==> config.mk <==
export PLATFORM = sky130hd
export DESIGN_NAME = mwcc_regs
export DESIGN_NICKNAME = d
export VERILOG_FILES = /design/src/mwcc_pkg.sv /design/src/mwcc_regs.sv
export SDC_FILE = /design/constraint.sdc
export NUM_CORES = 1
export LEC_CHECK = 0
export CAP_MARGIN = 0
export CORE_MARGIN = 3
export CORE_UTILIZATION = 45
export DETAILED_ROUTE_END_ITERATION = 6
export DONT_BUFFER_PORTS = 1
export GPL_TIMING_DRIVEN = 1
export HOLD_SLACK_MARGIN = 0.12
export PLACE_DENSITY = 0.61
export SLEW_MARGIN = 20
export SYNTH_ARGS = -nofsm -noshare
export SYNTH_HDL_FRONTEND = slang
export SYNTH_SLANG_ARGS = --single-unit
==> constraint.sdc <==
create_clock -name clk -period 33.4 [get_ports clk]
set_input_delay 6.68 -clock clk [delete_from_list [all_inputs] [get_ports clk]]
set_output_delay 6.68 -clock clk [all_outputs]
set_load 0.01 [all_outputs]
==> src/mwcc_pkg.sv <==
/*
 Package for the wake-up and checksum offload control register bank.
 Holds register indices, field positions, reset values and carrier types.
 Assumes a plain register port with 32-bit data and word addressing.
*/
package mwcc_pkg;
   localparam int          ADDR_W          = 4;
   localparam int          DATA_W          = 32;
   localparam logic [3:0]  IDX_FILTER      = 4'hB;
   localparam logic [3:0]  IDX_WAKE        = 4'hC;
   localparam logic [3:0]  IDX_CSUM        = 4'hD;
   localparam logic [3:0]  IDX_IRQ_STATUS  = 4'hE;
   localparam logic [3:0]  IDX_IRQ_MASK    = 4'hF;
   localparam int          WK_PTR_RST      = 31;
   localparam int          WK_GUE          = 9;
   localparam int          WK_FRAME_RX     = 6;
   localparam int          WK_MAGIC_RX     = 5;
   localparam int          WK_FRAME_EN     = 2;
   localparam int          WK_MAGIC_EN     = 1;
   localparam int          CS_TX_EN        = 16;
   localparam int          CS_RX_MODE      = 1;
   localparam int          CS_RX_EN        = 0;
   localparam int          IRQ_FRAME       = 0;
   localparam int          IRQ_MAGIC       = 1;
   localparam int          IRQ_UNICAST     = 2;
   localparam int          IRQ_W           = 3;
   localparam int          FILTER_DEPTH    = 8;
   localparam int          FILTER_PTR_W    = 3;
   localparam logic [7:0]  RX_FIXED_START  = 8'h0E;
   localparam logic [31:0] WAKE_RESET      = 32'h00000000;
   localparam logic [31:0] CSUM_RESET      = 32'h00000000;
   localparam logic [31:0] READ_UNMAPPED   = 32'h00000000;

   typedef struct packed {
      logic [ADDR_W-1:0] addr;
      logic [DATA_W-1:0] wdata;
      logic              wr;
      logic              rd;
   } mwcc_req_t;

   typedef struct packed {
      logic frame_match;
      logic magic_match;
      logic valid;
      logic dst_bit0;
   } mwcc_rx_evt_t;

   typedef struct packed {
      logic       tx_engine_on;
      logic       rx_engine_on;
      logic       rx_l3_start;
      logic [7:0] rx_fixed_start;
   } mwcc_csum_cfg_t;
endpackage

==> src/mwcc_regs.sv <==
/*
 Wake-up control/status and checksum offload control register bank.
 Also holds the eight-entry wake pattern store reached through one
 location, and an event interrupt with sticky status and mask.
 Assumes receive events come from logic on the same clock, one-cycle
 pulses qualified by valid.
*/
// Implementation choice: the strobed register port.
`timescale 1ns/1ps
module mwcc_regs
   import mwcc_pkg::*;
#(
   parameter int DEPTH = FILTER_DEPTH
)
(
   // Clock and reset
   input  wire logic           clk,
   input  wire logic           rst,
   // Register port
   input  wire mwcc_req_t      req,
   output logic [DATA_W-1:0]   rdata,
   // Receive events from the MAC
   input  wire mwcc_rx_evt_t   rx_evt,
   // Controls to the wake logic and checksum engines
   output logic                magic_detect_on,
   output logic                frame_detect_on,
   output logic                wake_request,
   output mwcc_csum_cfg_t      csum_cfg,
   output logic [DATA_W-1:0]   pattern_word,
   output logic [FILTER_PTR_W-1:0] pattern_ptr,
   // Interrupt
   output logic                irq
);

   function automatic logic hit(input logic [3:0] idx);
      hit = (req.addr == idx);
   endfunction

   logic                    magic_en;
   logic                    frame_en;
   logic                    global_unicast_wake_enable;
   logic                    frame_rx;
   logic                    magic_rx;
   logic                    tx_en;
   logic                    rx_mode;
   logic                    rx_en;
   logic [IRQ_W-1:0]        irq_status;
   logic [IRQ_W-1:0]        irq_mask;
   logic [FILTER_PTR_W-1:0] wr_ptr;
   logic [FILTER_PTR_W-1:0] rd_ptr;
   logic [DATA_W-1:0]       store [DEPTH];
   logic                    wr_wake;
   logic                    ptr_rst;
   logic                    frame_evt;
   logic                    magic_evt;
   logic                    unicast_evt;
   logic [DATA_W-1:0]       next_rdata;

   assign wr_wake = req.wr && hit(IDX_WAKE);
   // The reset bit is never stored, so it reads zero afterwards.
   assign ptr_rst = wr_wake && req.wdata[WK_PTR_RST];

   assign frame_evt   = rx_evt.valid && rx_evt.frame_match
                        && frame_en;
   assign magic_evt   = rx_evt.valid && rx_evt.magic_match
                        && magic_en;
   assign unicast_evt = rx_evt.valid && !rx_evt.dst_bit0
                        && global_unicast_wake_enable;

   // Control bits.
   always_ff @(posedge clk or posedge rst)
   begin
      if (rst)
      begin
         global_unicast_wake_enable      <= WAKE_RESET[WK_GUE];
         frame_en <= WAKE_RESET[WK_FRAME_EN];
         magic_en <= WAKE_RESET[WK_MAGIC_EN];
      end
      else if (wr_wake)
      begin
         global_unicast_wake_enable      <= req.wdata[WK_GUE];
         frame_en <= req.wdata[WK_FRAME_EN];
         magic_en <= req.wdata[WK_MAGIC_EN];
      end
   end

   // Software is trusted to change these only with the paths idle.
   always_ff @(posedge clk or posedge rst)
   begin
      if (rst)
      begin
         tx_en   <= CSUM_RESET[CS_TX_EN];
         rx_mode <= CSUM_RESET[CS_RX_MODE];
         rx_en   <= CSUM_RESET[CS_RX_EN];
      end
      else if (req.wr && hit(IDX_CSUM))
      begin
         tx_en   <= req.wdata[CS_TX_EN];
         rx_mode <= req.wdata[CS_RX_MODE];
         rx_en   <= req.wdata[CS_RX_EN];
      end
   end

   // Received flags latch and stay set; the register is read-only for
   // them, so only reset clears them.
   always_ff @(posedge clk or posedge rst)
   begin
      if (rst)
      begin
         frame_rx <= WAKE_RESET[WK_FRAME_RX];
         magic_rx <= WAKE_RESET[WK_MAGIC_RX];
      end
      else
      begin
         if (frame_evt)
            frame_rx <= 1'b1;
         if (magic_evt)
            magic_rx <= 1'b1;
      end
   end

   // Sticky interrupt status; a new event wins over a write-one clear.
   always_ff @(posedge clk or posedge rst)
   begin
      if (rst)
         irq_status <= '0;
      else
      begin
         for (int i = 0; i < IRQ_W; i++)
         begin
            if (req.wr && hit(IDX_IRQ_STATUS) && req.wdata[i])
               irq_status[i] <= 1'b0;
         end
         if (frame_evt)
            irq_status[IRQ_FRAME] <= 1'b1;
         if (magic_evt)
            irq_status[IRQ_MAGIC] <= 1'b1;
         if (unicast_evt)
            irq_status[IRQ_UNICAST] <= 1'b1;
      end
   end

   always_ff @(posedge clk or posedge rst)
   begin
      if (rst)
         irq_mask <= '0;
      else if (req.wr && hit(IDX_IRQ_MASK))
         irq_mask <= req.wdata[IRQ_W-1:0];
   end

   assign irq = |(irq_status & irq_mask);

   // Pattern store pointers step on each access and wrap at the end.
   always_ff @(posedge clk or posedge rst)
   begin
      if (rst)
      begin
         wr_ptr <= '0;
         rd_ptr <= '0;
      end
      else if (ptr_rst)
      begin
         wr_ptr <= '0;
         rd_ptr <= '0;
      end
      else
      begin
         if (req.wr && hit(IDX_FILTER))
            wr_ptr <= (wr_ptr == FILTER_PTR_W'(DEPTH - 1)) ? '0
                      : wr_ptr + 1'b1;
         if (req.rd && hit(IDX_FILTER))
            rd_ptr <= (rd_ptr == FILTER_PTR_W'(DEPTH - 1)) ? '0
                      : rd_ptr + 1'b1;
      end
   end

   genvar g;
   generate
      for (g = 0; g < DEPTH; g++)
      begin : g_store
         always_ff @(posedge clk or posedge rst)
         begin
            if (rst)
               store[g] <= '0;
            else if (req.wr && hit(IDX_FILTER)
                     && wr_ptr == FILTER_PTR_W'(g))
               store[g] <= req.wdata;
         end
      end
   endgenerate

   // Read mux; reserved and unmapped bits return zero.
   always_comb
   begin
      next_rdata = READ_UNMAPPED;
      case (req.addr)
         IDX_FILTER:
            next_rdata = store[rd_ptr];
         IDX_WAKE:
         begin
            next_rdata[WK_GUE]      = global_unicast_wake_enable;
            next_rdata[WK_FRAME_RX] = frame_rx;
            next_rdata[WK_MAGIC_RX] = magic_rx;
            next_rdata[WK_FRAME_EN] = frame_en;
            next_rdata[WK_MAGIC_EN] = magic_en;
         end
         IDX_CSUM:
         begin
            next_rdata[CS_TX_EN]   = tx_en;
            next_rdata[CS_RX_MODE] = rx_mode;
            next_rdata[CS_RX_EN]   = rx_en;
         end
         IDX_IRQ_STATUS:
            next_rdata[IRQ_W-1:0] = irq_status;
         IDX_IRQ_MASK:
            next_rdata[IRQ_W-1:0] = irq_mask;
         default:
            next_rdata = READ_UNMAPPED;
      endcase
   end

   always_ff @(posedge clk or posedge rst)
   begin
      if (rst)
         rdata <= '0;
      else if (req.rd)
         rdata <= next_rdata;
      else
         rdata <= '0;
   end

   // Outputs to the wake and checksum datapaths.
   assign magic_detect_on = magic_en;
   assign frame_detect_on = frame_en;
   // Leaving power-save is requested on any enabled wake event.
   always_ff @(posedge clk or posedge rst)
   begin
      if (rst)
         wake_request <= 1'b0;
      else
         wake_request <= unicast_evt || frame_evt || magic_evt;
   end

   // Software keeps the receive engine off while pad stripping runs.
   assign csum_cfg.tx_engine_on   = tx_en;
   assign csum_cfg.rx_engine_on   = rx_en;
   assign csum_cfg.rx_l3_start    = rx_mode;
   assign csum_cfg.rx_fixed_start = RX_FIXED_START;
   assign pattern_word = store[rd_ptr];
   assign pattern_ptr  = rd_ptr;

endmodule

==> reports/results.tsv <==
stage	metric	value	unit
sta	Fmax achieved	105	MHz
global_route	largest net degree at the start of global routing	142	
logic_synthesis	Synth Register Bits	309	
finish	non-filler cells, final	1274	
placement	RePlAce Congestion	0.745	
clock_tree	setup bufs post-CTS	0	
setup_path	CP arrival	2.85	ns
clock_tree	cts hold-fix bufs	0	
floorplan	Top-Level Pins	126	
logic_synthesis	Mean Syn Cell Area	16.6	µm²
detailed_routing	initial drt markers	481	
sta	slew margin rel.	30.9	%
logic_synthesis	Synth cell types	39	
global_route	gr ovfl total	0	
logic_synthesis	Synth Cell Area	0.0143	mm²
flow_run	Max-Cap Viols	0	
logic_synthesis	Synthesis Warnings	0	
clock_tree	Reg clk slew, reported paths	0.06	ns
floorplan	starting density of the core	46.2	%
setup_path	Crit Path Max Fanout	46	
sta	Worst Tran Pin Value	1.03	ns
status	status	finished clean	
clock_tree	post-CTS sizing	0	
logic_synthesis	ys flop type	dfrtp_1	
sta	Hold Fails Final Rpt	0	
pwr	worst vdd ir	26.9	µV
placement	DP HPWL	19.1	mm
finish	Area Overhead vs Synth	9.11	%
logic_synthesis	Synth top cells by count	309 x dfrtp_1, 179 x mux2_2, 92 x mux2_4, 54 x mux4_2, 29 x and2_1	
finish	FILL cells	2506	
setup_path	Critical Path End Type	output port	
min_path	Min-Delay Path Class	register to register	
pwr	Cell Pwr Density	67.1	mW/mm²
clock_tree	Sink Count	309	
floorplan	Die Y-Extent	184	µm
pwr	P_leak	7.62	nW
logic_synthesis	area share of the largest cell type after synthesis	54.0	%
clock_tree	Clk Latency, worst-skew pair	0.52	ns
detailed_routing	number of remaining DRC errors	0	
sta	Clock Skew	0.0186	ns
setup_path	Crit path required time	26.72	ns
sta	Fin Setup TNS	0	ns
detailed_routing	Final ANT Viol Nets	0	
detailed_routing	Avg WL per Cell	25.1	µm
setup_path	CP max stage delay	0.74	ns
sta	Tmin final	9.53	ns
setup_path	critical path class	register to output port	
clock_tree	CTS buffer count	36	
logic_synthesis	dominant cell type by area after synthesis	dfrtp_1	
sta	Final Cycle Share	28.5	%
placement	port buffer count	0	
floorplan	row count	64	
logic_synthesis	Async SR Flop Fraction	100	%
sta	RSZ-0062 raised after global routing	no	
finish	fin nets	902	
setup_path	slowest cell on the critical path	buf_4	
floorplan	core area	0.0310	mm²
detailed_routing	Vias	7405	
global_route	vias in the first global route	8308	
global_route	first-pass GRT wire length	50.7	mm
logic_synthesis	register area share after synthesis	54.0	%
clock_tree	CTS H-tree depth	2	
sta	setup violators final	0	
clock_tree	CTS tree	yes	
setup_path	delay-heaviest family, CP	multiplexers	
floorplan	Die Area	0.0340	mm²
setup_path	Critical path buffers and inverters	1	
clock_tree	Root Buffer	clkbuf_16	
setup_path	crit-path cells	buf_4, mux4_2, mux2_2	
logic_synthesis	synth top area cells	dfrtp_1 54%, mux2_2 14%, mux2_4 9.6%	
detailed_routing	vias per cell	5.81	
global_route	Total GRT Usage	19.3	%
logic_synthesis	Mapped Cells	863	
sta	Slew Viols, Final	0	
logic_synthesis	EDFF count, synth	0	
detailed_routing	final WL	32.0	mm
detailed_routing	DRT Pass-1 Iters	5	
clock_tree	CTS Buffer Depth	3	
placement	Placed Instances	1207	
global_route	initial antenna violation count	1	
setup_path	CP Launch Type	register	
finish	layout cells sized above 1	47.3	%
floorplan	die width	184	µm
logic_synthesis	most numerous cell in the Yosys netlist	dfrtp_1	
-- registers in the layout, indices dropped and copies added (netlist names) --
signal / flops
tx_en: 1
frame_rx: 1
magic_detect_on: 1
rdata: 32
irq_mask: 3
frame_detect_on: 1
irq_status: 3
wr_ptr: 3
store: 256
rx_en: 1
wake_request: 1
rx_mode: 1
global_unicast_wake_enable: 1
magic_rx: 1
pattern_ptr: 3
-- placed cells by master (no fill, tap or decap), types with 3 or more instances in the layout --
cell / synthesis / final
a32o_1: 6 / 6
o21ai_0: 5 / 5
mux4_1: 5 / 5
buf_4: 14 / 8
inv_6: 0 / 3
and4_4: 0 / 3
mux2_1: 25 / 25
and2_1: 29 / 29
inv_1: 5 / 4
a22oi_1: 6 / 6
clkinv_2: 0 / 7
dfrtp_1: 309 / 306
nor2b_1: 5 / 5
clkbuf_8: 0 / 5
a22o_1: 5 / 5
bufinv_16: 0 / 3
and2_4: 4 / 4
ha_1: 8 / 8
mux2i_1: 12 / 12
nand3_1: 5 / 5
a21oi_1: 6 / 6
conb_1: 2 / 8
mux2_4: 92 / 92
nand4_4: 3 / 3
and3_1: 4 / 4
clkbuf_1: 11 / 9
mux2_2: 179 / 179
a31o_2: 3 / 3
nand2_1: 3 / 3
clkbuf_16: 0 / 37
mux4_2: 54 / 54
-- cell type report --
type	instances	area (µm²)	share of cell area, %
sequential	309	7740	49.5
inverter	6	30.0	0.192
tap	396	495	3.17
clock inverter	14	159	1.02
antenna	1	2.50	0.0160
timing repair buffer	12	138	0.880
clock buffer	51	1030	6.58
multi-input combinational	485	6040	38.6
-- power breakdown --
part | internal (W) | switching [W] | leakage [nW] | total, W
Combinational | 0.000108 | 0.0000828 | 2.86 | 0.000191
Sequential | 0.000426 | 0.0000387 | 4.18 | 0.000465
Clock | 0.000239 | 0.000154 | 0.586 | 0.000393
Total | 0.000773 | 0.000275 | 7.62 | 0.00105
-- worst register-to-register path, cell delays in order (launching register included) --
cell	delay (ns)
dfrtp_4	0.58
buf_4	0.53
buf_16	0.32
mux4_2	0.58
mux2_2	0.32
and2_1	0.18
-- metrics by stage --
step | setup slack, ns | utilization (%) | hold slack (ns) | instance area [µm²] | power (W)
2_1_floorplan | 18.18 | - | 0.442 | 14400 | 0.000626
3_3_place_gp | 24.14 | 46.4 | 0.462 | 14400 | 0.000653
3_5_place_dp | 24.35 | 46.5 | 0.468 | 14400 | 0.000665
4_1_cts | 23.79 | 50.3 | 0.481 | 15600 | 0.00106
5_1_grt | 23.72 | 50.4 | 0.506 | 15600 | 0.00110
6_report | 23.87 | 50.4 | 0.475 | 15600 | 0.00105
-- metal layers --
| layer | part of all wire, % | up-vias | wire length [µm] | track usage, % |
|---|---|---|---|---|
| li1 | - | 3149 | - | - |
| met1 | 45 | 4036 | 14400 | 26.9 |
| met2 | 47 | 172 | 15200 | 31.1 |
| met3 | 5.8 | 46 | 1860 | 4.54 |
| met4 | 1.8 | 2 | 565 | 4.48 |
| met5 | 0.041 | - | 13 | 0 |
-- logic make-up after synthesis --
group / synth area share, %
buffers and inverters: 4.15
muxes: 35.9
DFF: 54.0
and+or+nand+nor: 3.41
adders and majority gates: 0.699
other: 0.0524
AOI/OAI and AO/OA: 1.81
-- final timing paths --
path	startpoint	endpoint	slack, ns	depth (start not counted)
setup / recovery	pattern_ptr[1]$_DFFE_PP0P_	pattern_word[30]	23.87	3
hold / removal	store[166]$_DFFE_PP0P_	store[166]$_DFFE_PP0P_	0.48	1
setup reg to reg	pattern_ptr[0]$_DFFE_PP0P_	rdata[11]$_DFF_PP0_	30.77	5
hold reg to reg	store[166]$_DFFE_PP0P_	store[166]$_DFFE_PP0P_	0.48	1
max in group asynchronous	rst	pattern_ptr[1]$_DFFE_PP0P_	25.71	3
min in group asynchronous	rst	rdata[9]$_DFF_PP0_	6.05	1
(Power assumes the default switching activity.)
